[config.mk]
export PLATFORM = sky130hd
export DESIGN_NAME = mls_lane_flat
export DESIGN_NICKNAME = d
export VERILOG_FILES = /design/src/rtl/mls_pkg.sv /design/src/rtl/mls_if.sv /design/src/rtl/mls_lane.sv /design/src/rtl/mls_fifo.sv /design/src/flat_wrapper.sv
export SDC_FILE = /design/constraint.sdc
export NUM_CORES = 1
export LEC_CHECK = 0
export BUFFER_PORTS_ARGS = -buffer_cell sky130_fd_sc_hd__buf_2
export CORE_ASPECT_RATIO = 1.2
export CORE_MARGIN = 10
export CORE_UTILIZATION = 50
export DETAILED_ROUTE_END_ITERATION = 12
export PLACE_DENSITY = 0.76
export SETUP_SLACK_MARGIN = 0.05
export SYNTH_ARGS = -nofsm -noshare
export SYNTH_HDL_FRONTEND = slang
export SYNTH_SLANG_ARGS = --single-unit
[constraint.sdc]
create_clock -name CLK -period 3.2 [get_ports CLK]
set_clock_uncertainty 0.15 [all_clocks]
set_input_delay 0.48 -clock CLK [delete_from_list [all_inputs] [get_ports CLK]]
set_output_delay 0.48 -clock CLK [all_outputs]
set_load 0.005 [all_outputs]
[src/rtl/mls_pkg.sv]
// Constants and types used by the lane end and assertions of the MIPI lane model.
package mls_pkg;
   localparam int WORD_W = 8;
   localparam int FIFO_DEPTH = 8;
   localparam int DELAY_W = 5;
   localparam logic [4:0] DELAY_INIT = 5'h00;
   localparam logic [4:0] DELAY_MAX = 5'h1F;
   localparam logic [2:0] BIT_LAST = 3'h7;
   localparam logic [2:0] BIT_FIRST = 3'h0;
   localparam logic [1:0] DIV_LAST = 2'h3;
   localparam logic [1:0] SYNC_ZERO = 2'h0;
   localparam logic [7:0] WORD_ZERO = 8'h00;
   localparam real CLK_NS = 50.0;
   typedef logic [WORD_W-1:0] mls_word_t;
endpackage : mls_pkg

[src/rtl/mls_if.sv]
// Lane link between the core-side controller end and the lane end.
`timescale 1ns/1ps
`default_nettype none
interface mls_if;
   logic [7:0] hs_rx_word;
   logic hs_rx_valid;
   logic fifo_empty;
   logic fifo_read;
   logic rx_reset;
   logic lowpower_pos_pad_level;
   logic lowpower_neg_pad_level;
   logic lowpower_pos_pad_drive;
   logic lowpower_neg_pad_drive;
   logic lowpower_pos_drive_en;
   logic lowpower_neg_drive_en;
   logic hs_rx_buffer_on;
   logic hs_rx_termination_on;
   logic delay_adjust_strobe;
   logic delay_step_up;
   logic delay_counter_clear;
   logic [4:0] delay_setting;
   logic [7:0] hs_tx_word;
   logic hs_tx_drive_en;
   logic tx_reset;
   logic word_tick;
   modport lane
   (
      output hs_rx_word, hs_rx_valid, fifo_empty, lowpower_pos_pad_level, lowpower_neg_pad_level,
      output delay_setting, word_tick,
      input fifo_read, rx_reset, lowpower_pos_pad_drive, lowpower_neg_pad_drive,
      input lowpower_pos_drive_en, lowpower_neg_drive_en, hs_rx_buffer_on, hs_rx_termination_on,
      input delay_adjust_strobe, delay_step_up, delay_counter_clear, hs_tx_word, hs_tx_drive_en,
      input tx_reset
   );
   modport core
   (
      input hs_rx_word, hs_rx_valid, fifo_empty, lowpower_pos_pad_level, lowpower_neg_pad_level,
      input delay_setting, word_tick,
      output fifo_read, rx_reset, lowpower_pos_pad_drive, lowpower_neg_pad_drive,
      output lowpower_pos_drive_en, lowpower_neg_drive_en, hs_rx_buffer_on, hs_rx_termination_on,
      output delay_adjust_strobe, delay_step_up, delay_counter_clear, hs_tx_word, hs_tx_drive_en,
      output tx_reset
   );
endinterface : mls_if
`default_nettype wire

[src/rtl/mls_lane.sv]
// Lane end: x8 serializer and deserializer, receive FIFO, input delay and low-power pad paths.
// Functional notes
// - Receive word is 8 bits on word clock.
// - Low-power pad levels are synchronised and glitch-filtered before reaching core.
// - Reversible lane lets core drive low-power pads.
// - FIFO empty flag shown on read clock.
// - Core pops FIFO with read request.
// - Receive reset clears FIFO and deserializer synchronously.
// - Clock lane gives core a divided word clock.
// - Forwarded clocks feed only receive data lanes.
// - Core controls differential input buffer enable.
// - Core controls high-speed input termination.
// - Strobe steps delay up or down by direction.
// - Delay clear returns counter to initial setting.
// - Clock lane makes bit, word and core clocks.
// - Transmit clocks come from a PLL.
// - Core gives fixed 8-bit transmit word.
// - Core drives per-pad low-power values and enables.
// - Reversible transmit lane returns sensed pad levels.
// - High-speed enable gates transmit driver onto pads.
// - High-speed is x8; low-power bypasses serdes.
// - Bit clock divided to form word clock.
`timescale 1ns/1ps
`default_nettype none
module mls_lane #(
   parameter int WIDTH = mls_pkg::WORD_W,
   parameter int DEPTH = mls_pkg::FIFO_DEPTH,
   parameter bit FIFO_ON = 1'b1
)
(
   input wire logic CLK,
   input wire logic RESET_N,
   mls_if.lane LINK,
   input wire logic PAD_P_IN,
   input wire logic PAD_N_IN,
   output logic PAD_P_OUT,
   output logic PAD_N_OUT,
   output logic PAD_P_OE,
   output logic PAD_N_OE,
   output logic CLOCK_LANE_WORD_CLOCK_FWD,
   output logic CLOCK_LANE_BIT_CLOCK_FWD,
   output logic CLOCK_LANE_CORE_CLOCK
);
   // CLK is the serial bit clock; the word clock is a one-cycle enable every eighth bit.
   typedef enum logic [1:0] {ST_IDLE = 2'b00, ST_SHIFT = 2'b01, ST_HOLD = 2'b11} mls_state_e;
   typedef struct packed {
      logic [2:0] psync;
      logic [2:0] nsync;
      logic [2:0] bit_cnt;
      logic [1:0] div_cnt;
      logic [7:0] rx_shift;
      logic [7:0] tx_shift;
      logic [4:0] delay;
      mls_state_e state;
      logic word_en;
      logic pad_p_out;
      logic pad_n_out;
      logic pad_p_oe;
      logic pad_n_oe;
      logic core_clk;
      logic lp_p;
      logic lp_n;
      logic [7:0] push_word;
      logic push;
   } mls_lane_s;
   mls_lane_s cur;
   mls_lane_s next_cur;
   logic fifo_in_ready;
   logic fifo_out_valid;
   logic [WIDTH-1:0] fifo_out_data;
   logic rx_pad;
   mls_fifo #(.WIDTH(WIDTH), .DEPTH(DEPTH)) u_fifo
   (
      .clk(CLK),
      .reset_n(RESET_N),
      .clear(LINK.rx_reset),
      .in_data(cur.push_word),
      .in_valid(cur.push && FIFO_ON),
      .in_ready(fifo_in_ready),
      .out_data(fifo_out_data),
      .out_valid(fifo_out_valid),
      .out_ready(LINK.fifo_read)
   );
   // Receive bit is only sensed while the core has the buffer on and termination in.
   assign rx_pad = LINK.hs_rx_buffer_on && LINK.hs_rx_termination_on && cur.psync[2] && !cur.nsync[2];
   always_comb
   begin
      next_cur = cur;
      next_cur.psync = {cur.psync[1:0], PAD_P_IN};
      next_cur.nsync = {cur.nsync[1:0], PAD_N_IN};
      next_cur.push = 1'b0;
      next_cur.word_en = (cur.bit_cnt == mls_pkg::BIT_LAST);
      next_cur.bit_cnt = cur.bit_cnt + 3'h1;
      next_cur.div_cnt = cur.div_cnt + 2'h1;
      if (cur.div_cnt == mls_pkg::DIV_LAST)
      begin
         next_cur.core_clk = !cur.core_clk;
      end
      if (cur.psync[2] == cur.psync[1])
      begin
         next_cur.lp_p = cur.psync[2];
      end
      if (cur.nsync[2] == cur.nsync[1])
      begin
         next_cur.lp_n = cur.nsync[2];
      end
      next_cur.rx_shift = {cur.rx_shift[6:0], rx_pad};
      if (cur.bit_cnt == mls_pkg::BIT_LAST)
      begin
         next_cur.push_word = {cur.rx_shift[6:0], rx_pad};
         next_cur.push = LINK.hs_rx_buffer_on;
      end
      unique case (cur.state)
         ST_IDLE:
         begin
            if (LINK.hs_tx_drive_en && cur.bit_cnt == mls_pkg::BIT_LAST)
            begin
               next_cur.tx_shift = LINK.hs_tx_word;
               next_cur.state = ST_SHIFT;
            end
         end
         ST_SHIFT:
         begin
            next_cur.tx_shift = {cur.tx_shift[6:0], 1'b0};
            if (cur.bit_cnt == mls_pkg::BIT_LAST)
            begin
               next_cur.tx_shift = LINK.hs_tx_word;
               next_cur.state = LINK.hs_tx_drive_en ? ST_SHIFT : ST_HOLD;
            end
         end
         ST_HOLD:
         begin
            next_cur.state = ST_IDLE;
         end
         default:
         begin
            next_cur.state = ST_IDLE;
         end
      endcase
      if (cur.state == ST_SHIFT)
      begin
         next_cur.pad_p_out = cur.tx_shift[7];
         next_cur.pad_n_out = !cur.tx_shift[7];
         next_cur.pad_p_oe = 1'b1;
         next_cur.pad_n_oe = 1'b1;
      end
      else
      begin
         next_cur.pad_p_out = LINK.lowpower_pos_pad_drive;
         next_cur.pad_n_out = LINK.lowpower_neg_pad_drive;
         next_cur.pad_p_oe = LINK.lowpower_pos_drive_en;
         next_cur.pad_n_oe = LINK.lowpower_neg_drive_en;
      end
      if (cur.word_en)
      begin
         if (LINK.delay_counter_clear)
         begin
            next_cur.delay = mls_pkg::DELAY_INIT;
         end
         else if (LINK.delay_adjust_strobe && LINK.delay_step_up && cur.delay != mls_pkg::DELAY_MAX)
         begin
            next_cur.delay = cur.delay + 5'h01;
         end
         else if (LINK.delay_adjust_strobe && !LINK.delay_step_up && cur.delay != mls_pkg::DELAY_INIT)
         begin
            next_cur.delay = cur.delay - 5'h01;
         end
      end
      if (LINK.rx_reset)
      begin
         next_cur.rx_shift = mls_pkg::WORD_ZERO;
         next_cur.push = 1'b0;
      end
      if (LINK.tx_reset)
      begin
         next_cur.tx_shift = mls_pkg::WORD_ZERO;
         next_cur.state = ST_IDLE;
      end
   end
   always_ff @(posedge CLK or negedge RESET_N)
   begin
      if (!RESET_N)
      begin
         cur <= '0;
      end
      else
      begin
         cur <= next_cur;
      end
   end
   assign LINK.hs_rx_word = FIFO_ON ? fifo_out_data : cur.push_word;
   assign LINK.hs_rx_valid = FIFO_ON ? fifo_out_valid : cur.push;
   assign LINK.fifo_empty = !fifo_out_valid;
   assign LINK.lowpower_pos_pad_level = cur.lp_p;
   assign LINK.lowpower_neg_pad_level = cur.lp_n;
   assign LINK.delay_setting = cur.delay;
   assign LINK.word_tick = cur.word_en;
   assign PAD_P_OUT = cur.pad_p_out;
   assign PAD_N_OUT = cur.pad_n_out;
   assign PAD_P_OE = cur.pad_p_oe;
   assign PAD_N_OE = cur.pad_n_oe;
   // Forwarded clocks are for neighbouring receive data lanes only.
   assign CLOCK_LANE_WORD_CLOCK_FWD = cur.word_en;
   assign CLOCK_LANE_BIT_CLOCK_FWD = cur.bit_cnt[0];
   assign CLOCK_LANE_CORE_CLOCK = cur.core_clk;
endmodule : mls_lane
`default_nettype wire

[src/rtl/mls_fifo.sv]
// Parameterised valid/ready FIFO used on the receive word path.
`timescale 1ns/1ps
`default_nettype none
module mls_fifo #(
   parameter int WIDTH = 8,
   parameter int DEPTH = 8
)
(
   input wire logic clk,
   input wire logic reset_n,
   input wire logic clear,
   input wire logic [WIDTH-1:0] in_data,
   input wire logic in_valid,
   output logic in_ready,
   output logic [WIDTH-1:0] out_data,
   output logic out_valid,
   input wire logic out_ready
);
   localparam int AW = $clog2(DEPTH);
   logic [WIDTH-1:0] mem [DEPTH];
   logic [AW-1:0] wp;
   logic [AW-1:0] rp;
   logic [AW:0] cnt;
   logic push;
   logic pop;
   assign in_ready = (cnt != DEPTH[AW:0]);
   assign out_valid = (cnt != '0);
   assign out_data = mem[rp];
   assign push = in_valid && in_ready;
   assign pop = out_valid && out_ready;
   always_ff @(posedge clk)
   begin
      if (push)
      begin
         mem[wp] <= in_data;
      end
   end
   always_ff @(posedge clk or negedge reset_n)
   begin
      if (!reset_n)
      begin
         wp <= '0;
         rp <= '0;
         cnt <= '0;
      end
      else if (clear)
      begin
         wp <= '0;
         rp <= '0;
         cnt <= '0;
      end
      else
      begin
         if (push)
         begin
            wp <= (wp == AW'(DEPTH - 1)) ? '0 : wp + 1'b1;
         end
         if (pop)
         begin
            rp <= (rp == AW'(DEPTH - 1)) ? '0 : rp + 1'b1;
         end
         cnt <= cnt + (AW+1)'(push) - (AW+1)'(pop);
      end
   end
endmodule : mls_fifo
`default_nettype wire

[src/flat_wrapper.sv]
// flat-port wrapper written by rule: the top's interface ports become plain ports
module mls_lane_flat 
#(
   parameter int WIDTH = mls_pkg::WORD_W,
   parameter int DEPTH = mls_pkg::FIFO_DEPTH,
   parameter bit FIFO_ON = 1'b1
)
  (CLK, RESET_N, PAD_P_IN, PAD_N_IN, PAD_P_OUT, PAD_N_OUT, PAD_P_OE, PAD_N_OE, CLOCK_LANE_WORD_CLOCK_FWD, CLOCK_LANE_BIT_CLOCK_FWD, CLOCK_LANE_CORE_CLOCK, LINK_hs_rx_word, LINK_hs_rx_valid, LINK_fifo_empty, LINK_lowpower_pos_pad_level, LINK_lowpower_neg_pad_level, LINK_delay_setting, LINK_word_tick, LINK_fifo_read, LINK_rx_reset, LINK_lowpower_pos_pad_drive, LINK_lowpower_neg_pad_drive, LINK_lowpower_pos_drive_en, LINK_lowpower_neg_drive_en, LINK_hs_rx_buffer_on, LINK_hs_rx_termination_on, LINK_delay_adjust_strobe, LINK_delay_step_up, LINK_delay_counter_clear, LINK_hs_tx_word, LINK_hs_tx_drive_en, LINK_tx_reset);
  mls_if LINK_i ();
  input wire logic CLK;
  input wire logic RESET_N;
  input wire logic PAD_P_IN;
  input wire logic PAD_N_IN;
  output logic PAD_P_OUT;
  output logic PAD_N_OUT;
  output logic PAD_P_OE;
  output logic PAD_N_OE;
  output logic CLOCK_LANE_WORD_CLOCK_FWD;
  output logic CLOCK_LANE_BIT_CLOCK_FWD;
  output logic CLOCK_LANE_CORE_CLOCK;
  output wire logic [$bits(LINK_i.hs_rx_word)-1:0] LINK_hs_rx_word;
  output wire logic [$bits(LINK_i.hs_rx_valid)-1:0] LINK_hs_rx_valid;
  output wire logic [$bits(LINK_i.fifo_empty)-1:0] LINK_fifo_empty;
  output wire logic [$bits(LINK_i.lowpower_pos_pad_level)-1:0] LINK_lowpower_pos_pad_level;
  output wire logic [$bits(LINK_i.lowpower_neg_pad_level)-1:0] LINK_lowpower_neg_pad_level;
  output wire logic [$bits(LINK_i.delay_setting)-1:0] LINK_delay_setting;
  output wire logic [$bits(LINK_i.word_tick)-1:0] LINK_word_tick;
  input wire logic [$bits(LINK_i.fifo_read)-1:0] LINK_fifo_read;
  input wire logic [$bits(LINK_i.rx_reset)-1:0] LINK_rx_reset;
  input wire logic [$bits(LINK_i.lowpower_pos_pad_drive)-1:0] LINK_lowpower_pos_pad_drive;
  input wire logic [$bits(LINK_i.lowpower_neg_pad_drive)-1:0] LINK_lowpower_neg_pad_drive;
  input wire logic [$bits(LINK_i.lowpower_pos_drive_en)-1:0] LINK_lowpower_pos_drive_en;
  input wire logic [$bits(LINK_i.lowpower_neg_drive_en)-1:0] LINK_lowpower_neg_drive_en;
  input wire logic [$bits(LINK_i.hs_rx_buffer_on)-1:0] LINK_hs_rx_buffer_on;
  input wire logic [$bits(LINK_i.hs_rx_termination_on)-1:0] LINK_hs_rx_termination_on;
  input wire logic [$bits(LINK_i.delay_adjust_strobe)-1:0] LINK_delay_adjust_strobe;
  input wire logic [$bits(LINK_i.delay_step_up)-1:0] LINK_delay_step_up;
  input wire logic [$bits(LINK_i.delay_counter_clear)-1:0] LINK_delay_counter_clear;
  input wire logic [$bits(LINK_i.hs_tx_word)-1:0] LINK_hs_tx_word;
  input wire logic [$bits(LINK_i.hs_tx_drive_en)-1:0] LINK_hs_tx_drive_en;
  input wire logic [$bits(LINK_i.tx_reset)-1:0] LINK_tx_reset;
  assign LINK_hs_rx_word = LINK_i.hs_rx_word;
  assign LINK_hs_rx_valid = LINK_i.hs_rx_valid;
  assign LINK_fifo_empty = LINK_i.fifo_empty;
  assign LINK_lowpower_pos_pad_level = LINK_i.lowpower_pos_pad_level;
  assign LINK_lowpower_neg_pad_level = LINK_i.lowpower_neg_pad_level;
  assign LINK_delay_setting = LINK_i.delay_setting;
  assign LINK_word_tick = LINK_i.word_tick;
  assign LINK_i.fifo_read = LINK_fifo_read;
  assign LINK_i.rx_reset = LINK_rx_reset;
  assign LINK_i.lowpower_pos_pad_drive = LINK_lowpower_pos_pad_drive;
  assign LINK_i.lowpower_neg_pad_drive = LINK_lowpower_neg_pad_drive;
  assign LINK_i.lowpower_pos_drive_en = LINK_lowpower_pos_drive_en;
  assign LINK_i.lowpower_neg_drive_en = LINK_lowpower_neg_drive_en;
  assign LINK_i.hs_rx_buffer_on = LINK_hs_rx_buffer_on;
  assign LINK_i.hs_rx_termination_on = LINK_hs_rx_termination_on;
  assign LINK_i.delay_adjust_strobe = LINK_delay_adjust_strobe;
  assign LINK_i.delay_step_up = LINK_delay_step_up;
  assign LINK_i.delay_counter_clear = LINK_delay_counter_clear;
  assign LINK_i.hs_tx_word = LINK_hs_tx_word;
  assign LINK_i.hs_tx_drive_en = LINK_hs_tx_drive_en;
  assign LINK_i.tx_reset = LINK_tx_reset;
  mls_lane #(.WIDTH(WIDTH), .DEPTH(DEPTH), .FIFO_ON(FIFO_ON)) u_core (.CLK(CLK), .RESET_N(RESET_N), .LINK(LINK_i), .PAD_P_IN(PAD_P_IN), .PAD_N_IN(PAD_N_IN), .PAD_P_OUT(PAD_P_OUT), .PAD_N_OUT(PAD_N_OUT), .PAD_P_OE(PAD_P_OE), .PAD_N_OE(PAD_N_OE), .CLOCK_LANE_WORD_CLOCK_FWD(CLOCK_LANE_WORD_CLOCK_FWD), .CLOCK_LANE_BIT_CLOCK_FWD(CLOCK_LANE_BIT_CLOCK_FWD), .CLOCK_LANE_CORE_CLOCK(CLOCK_LANE_CORE_CLOCK));
endmodule
# Word-level counts from Yosys, hierarchy flattened
# Memories as Yosys holds them, arrays and structs flattened.
# Index checks and enable logic that the tools add are counted.
# word_totals
register_bits,60
ramBits,64
out_inout_bits,25
word_cells,91
memories,1
# op_classes
n_addsub,8
eq_ne,11
muxes,25
reduce_logical,25
# memory_table
memory,words,width,read_ports,rd_clocked_by_memory_dff,wr,line,source
u_core.u_fifo.mem,8,8,1,0,1,mls_fifo.sv:20,logic [WIDTH-1:0] mem [DEPTH];
# ops
operator,n
8-bit two-way mux,3
3-bit two-way mux,6
8-bit case mux with 2 select lines,1
5-bit two-way mux,3
1-bit logical AND,10
"3-bit by 1-bit adder with 3-bit output, second input constant",3
"3-bit equality test, second input constant",3
2-bit two-way mux,4
4-bit two-way mux,2
7-bit two-way mux,1
"3-bit by 2-bit inequality test with 1-bit output, second input constant",2
2-bit AND reduction,3
3-bit nonzero test,2
"5-bit by 1-bit adder with 5-bit output, second input constant",1
1-bit logical NOT,5
"5-bit inequality test, second input constant",1
5-bit nonzero test,1
"5-bit by 1-bit subtractor with 5-bit output, second input constant",1
4-bit by 1-bit adder with 4-bit output,1
1-bit two-way mux,4
"4-bit inequality test, second input constant",1
2-bit case mux with 2 select lines,1
2-bit nonzero test,2
4-bit nonzero test,1
other kinds (6),7

# Depth between registers and ports, before layout
# logic_depth
ltp_word,6
ltp_mapped,12

# Modules after synthesis
# From an unflattened synthesis, not the netlist that was laid out.
# unflattened
cells_unflattened,328
area_unflattened_um2,5182.5
# by_module_without_submodules
module,n_inst,cells_per_inst,area_per_inst_um2,seq_area_each_um2
mls_fifo,1,168,3161.8,2172.1
mls_lane,1,160,2020.7,1251.2

# Least setup slack after synthesis
# Ideal clock, no wire load.
# synth_path
kind,reg2reg
start,register u_core.cur (netlist bit u_core.LINK.delay_setting[0])
end,register u_core.cur (netlist bit u_core.LINK.delay_setting[4])
setup_time_ns,0.069
arrival_time_ns,2.255
slack_ns,0.726
stages_incl_launch_ff,10
period_less_slack_ns,2.474
cell_sequence,dfrtp_1 and3_1 a31oi_1 inv_1 fa_1 a21o_1 a21oi_1 xnor2_1 or4_1 nand3_1
# synth_via
elab_chain_len,4
word_cells_on_any_way,11
cone_classes,2 x add/sub; 1 x eq/ne; 3 x mux; 5 x reduce/logical
# synth_rtl
element,line,source
"start, declared",mls_lane.sv:66,mls_lane_s cur;
"start signal, assigned",mls_lane.sv:188,cur <= next_cur;
5-bit by 1-bit subtractor with 5-bit output (tied with other cells),mls_lane.sv:166,next_cur.delay = cur.delay - 5'h01;
5-bit two-way mux (tied with other cells),mls_lane.sv:164,else if (LINK.delay_adjust_strobe && !LINK.delay_step_up && cur.delay != mls_pkg::DELAY_INIT)
5-bit two-way mux or 3-bit nonzero test (tied branches),--,
5-bit two-way mux or 2-bit AND reduction (tied branches),--,
# Several ways; a longest one is shown, not always the timed one. The select of a mux whose other input is x is not followed.
# A chain may end at the register's enable or synchronous reset.

# Worst setup path in the final report
# layout_path
start,register u_core.u_fifo.rp[0]
end,output port LINK_hs_rx_word[3]
# layout_via
elab_chain_len,1
# layout_rtl
element,line,source
"start, declared",mls_fifo.sv:22,logic [AW-1:0] rp;
"start signal, assigned",mls_fifo.sv:60,rp <= (rp == AW'(DEPTH - 1)) ? '0 : rp + 1'b1;
memory 8 x 8 bit,--,
"end, declared",flat_wrapper.sv:21,output wire logic [$bits(LINK_i.hs_rx_word)-1:0] LINK_hs_rx_word;
# No other way between the ends.

==> results.txt <==
----------------------------------------------------
[Min path]
  Class of the tightest hold or removal check ... input pin to async pin

[Floorplan]
  Core area ... 9960 um^2
  Width of the die ... 111.8 um
  I/O pin count ... 50
  Initial Utilization ... 0.5080
  Y dimension of the die ... 130.2 um
  Cell row count ... 40
  Full die area ... 14560 um^2

[Synth]
  Syn Std Cell Area ... 5060 um^2
  Post-synthesis net count ... 368
  Post-synthesis register bit count ... 124
  Cell variety after synth ... 40
  Synthesis warning total ... 0
  EDFF count, synth ... 64
  Cells after Synth ... 324
  Sequential-to-total area share from yosys stat ... 0.6766
  Mean cell area of the mapped netlist ... 15.62 um^2
  Async set-reset flop share out of synthesis ... 0.4839
  Most common flop cell mapped by yosys ... sky130_fd_sc_hd__edfxtp_1

[Timing]
  Post-route worst setup slack ... 0.3949 ns
  Post-layout min period ... 2.805 ns
  Headroom to the max-slew limit ... 0.3881
  Final period utilization ... 0.8766
  Fin. max-slew vios ... 0
  Endpoints failing hold ... 0
  Hold WS ... 0.03519 ns
  Number of endpoints failing setup at the final stage ... 0
  Worst slew pin tran ... 0.9144 ns
  Unrepaired setup endpoints after global routing ... no
  Maximum achievable frequency ... 0.3565 GHz
  Summed negative setup slack over all endpoints ... 0 ns

[Routing]
  # DRC ... 0
  Remaining number of nets flagged by the antenna check after routing ... 0
  Number of iterations in the first detailed-routing pass ... 4
  Wire per inst ... 17.76 um
  Post-detailed-route via-to-cell ratio ... 5.289
  Vias post-DR ... 2766
  Count of routing violations after the opening detailed-route iteration ... 111
  Final wirelength ... 9.286 mm

[Final layout]
  Number of nets in the layout ... 428
  Layout Area Growth over Synthesis ... 18.27%
  Most common cell after layout, fill and taps aside ... sky130_fd_sc_hd__edfxtp_1
  Number of diodes added for antenna fixing ... 0
  Share of final-layout standard cells stronger than drive strength 1 ... 0.2972
  Commonest cells after routing, fill and taps aside ... sky130_fd_sc_hd__edfxtp_1 (64), sky130_fd_sc_hd__dfrtp_1 (60), sky130_fd_sc_hd__buf_2 (49)
  Post-layout util ... 0.6009

[Clock tree]
  Clock root buffer ... sky130_fd_sc_hd__clkbuf_16
  CTS tree ... yes
  Clock latency reported for the late side of the worst-skew pair ... 0.40 ns
  Clock transition at the registers of the reported paths ... 0.05 ns
  Number of gates resized after CTS ... 0
  CTS buffer count ... 17
  Cts hold-fix bufs ... 0
  Clock sink count ... 124
  Post-CTS Setup Bufs ... 0
  CTS H-Tree Depth ... 4
  Max Root-Sink Buffers ... 2

[Run]
  Number of maximum-capacitance constraint violations ... 0

[Pwr]
  Maximum vdd drop ... 0.3909 mV
  Power density cells ... 696.1 nW/um^2
  Leakage power figure ... 2.601 nW

[Place]
  Routability congestion estimate ... 0.7787
  PortBufs ... 49
  Placed wire-length estimate ... 6.187 mm
  Setup WS pre-CTS ... 0.5361 ns

[Setup path]
  Worst Reg2Reg Path Length in Cells ... 9
  Top fanout value on the critical path ... 12
  Start-to-end type of the worst setup path ... flip-flop to output pin
  Required time of the critical path ... 2.57 ns
  Type of element launching the critical path ... flip-flop
  Critical path arrival ... 2.18 ns
  Capturing element type of the critical path ... output pin

[Global route]
  Global-route wire length before repair ... 15.43 mm
  Met3 track demand over resource ... 0.05188
  Via count of the first global-routing pass ... 3059
  M1 GR Usage ... 0.1469
  Overall Global Routing Usage ... 0.1359
  Antenna violations before repair ... 0
  Met2 usage ... 0.2399
  Layer carrying the most global-route usage ... met2
  Total overflow reported by the global router ... 0
  Largest net degree at the start of global routing ... 40

[Status]
  Outcome ... finished, final reports clean

----------------------------------------------------
==> through the flow <==
step | instance area, um^2 | instances | total power, mW
4_1_cts | 5984 | 523 | 4.216
5_1_grt | 5984 | 523 | 4.385
2_1_floorplan | 5060 | 324 | 2.303
6_report | 5984 | 523 | 4.166
3_5_place_dp | 5444 | 491 | 2.487
3_3_place_gp | 5444 | 491 | 2.454
==> cells by family (layout without fill, tap and decap cells) <==
| group | Yosys count | after routing | synth area share |
|---|---|---|---|
| compound gates | 28 | 28 | 0.03215 |
| xor+xnor | 6 | 6 | 0.01039 |
| fa+ha+maj | 21 | 21 | 0.05391 |
| buf+inv | 27 | 100 | 0.02646 |
| flops | 124 | 124 | 0.6766 |
| mux | 40 | 40 | 0.1229 |
| simple gates | 78 | 78 | 0.07765 |
==> Yosys cell counts, drive strengths merged, types with 2 or more instances <==
library cell / number / area [um^2]
fa: 2 / 40.04
nor2: 11 / 43.80
maj3: 2 / 20.02
nand2: 27 / 101.4
nor2b: 9 / 56.30
mux4: 16 / 360.4
or3: 3 / 18.77
mux2: 17 / 191.4
ha: 17 / 212.7
a21oi: 10 / 50.05
mux2i: 7 / 70.07
buf: 11 / 73.82
xnor2: 5 / 43.79
nand3: 7 / 35.03
nand2b: 6 / 37.54
a21o: 2 / 15.01
nand3b: 2 / 15.01
nor3: 5 / 25.02
dfrtp: 60 / 1501
o21ai: 11 / 55.05
edfxtp: 64 / 1922
clkbuf: 4 / 15.01
inv: 12 / 45.04
o31ai: 2 / 15.01
==> power breakdown <==
| part | internal, mW | total, mW | switching (mW) |
|---|---|---|---|
| sequential | 1.74 | 1.84 | 0.101 |
| clock | 1.10 | 1.71 | 0.617 |
| combinational | 0.316 | 0.612 | 0.296 |
==> routing by layer <==
layer,part of all wire,vias up
li1,-,1305
met1,0.40,1386
met2,0.53,65
met3,0.058,10
met4,0.010,0
met5,0,-
==> worst paths after layout <==
kind | to | start | slack (ns)
worst max-delay path | LINK_hs_rx_word[3] | u_core.u_fifo.rp[0] | 0.39
worst min-delay path | u_core.cur[48] | RESET_N | 0.04
worst max register to register | u_core.LINK.delay_setting[4] | u_core.LINK.delay_setting[1] | 0.52
worst min register to register | u_core.cur[46] | u_core.cur[45] | 0.20
max in group asynchronous | u_core.cur[4] | RESET_N | 2.05
min in group CLK | u_core.cur[45] | PAD_N_IN | 0.04
==> worst max-delay path, cell delays in order (launching register included) <==
cell and delay (ns):
sky130_fd_sc_hd__dfrtp_1 0.63, sky130_fd_sc_hd__buf_12 0.23, sky130_fd_sc_hd__mux4_2 0.52, sky130_fd_sc_hd__mux2_2 0.27, sky130_fd_sc_hd__buf_2 0.12
==> sequential cells by signal, indices dropped and copies added (netlist names) <==
register / count
u_core.CLOCK_LANE_BIT_CLOCK_FWD: 1
u_core.CLOCK_LANE_CORE_CLOCK: 1
u_core.CLOCK_LANE_WORD_CLOCK_FWD: 1
u_core.LINK.delay_setting: 5
u_core.LINK.lowpower_neg_pad_level: 1
u_core.LINK.lowpower_pos_pad_level: 1
u_core.PAD_N_OE: 1
u_core.PAD_N_OUT: 1
u_core.PAD_P_OE: 1
u_core.PAD_P_OUT: 1
u_core.cur: 36
u_core.u_fifo.cnt: 4
u_core.u_fifo.mem: 64
u_core.u_fifo.rp: 3
u_core.u_fifo.wp: 3
==> final cells by class <==
cell class / count / area, um^2
fill: 785 / 3975
inverter: 12 / 45.04
timing repair buffer: 56 / 310.3
multi-input combinational: 173 / 1508
sequential: 124 / 3423
clock inverter: 9 / 72.57
tap: 126 / 157.7
clock buffer: 23 / 467.9
Power figures use the tool's default switching activity.
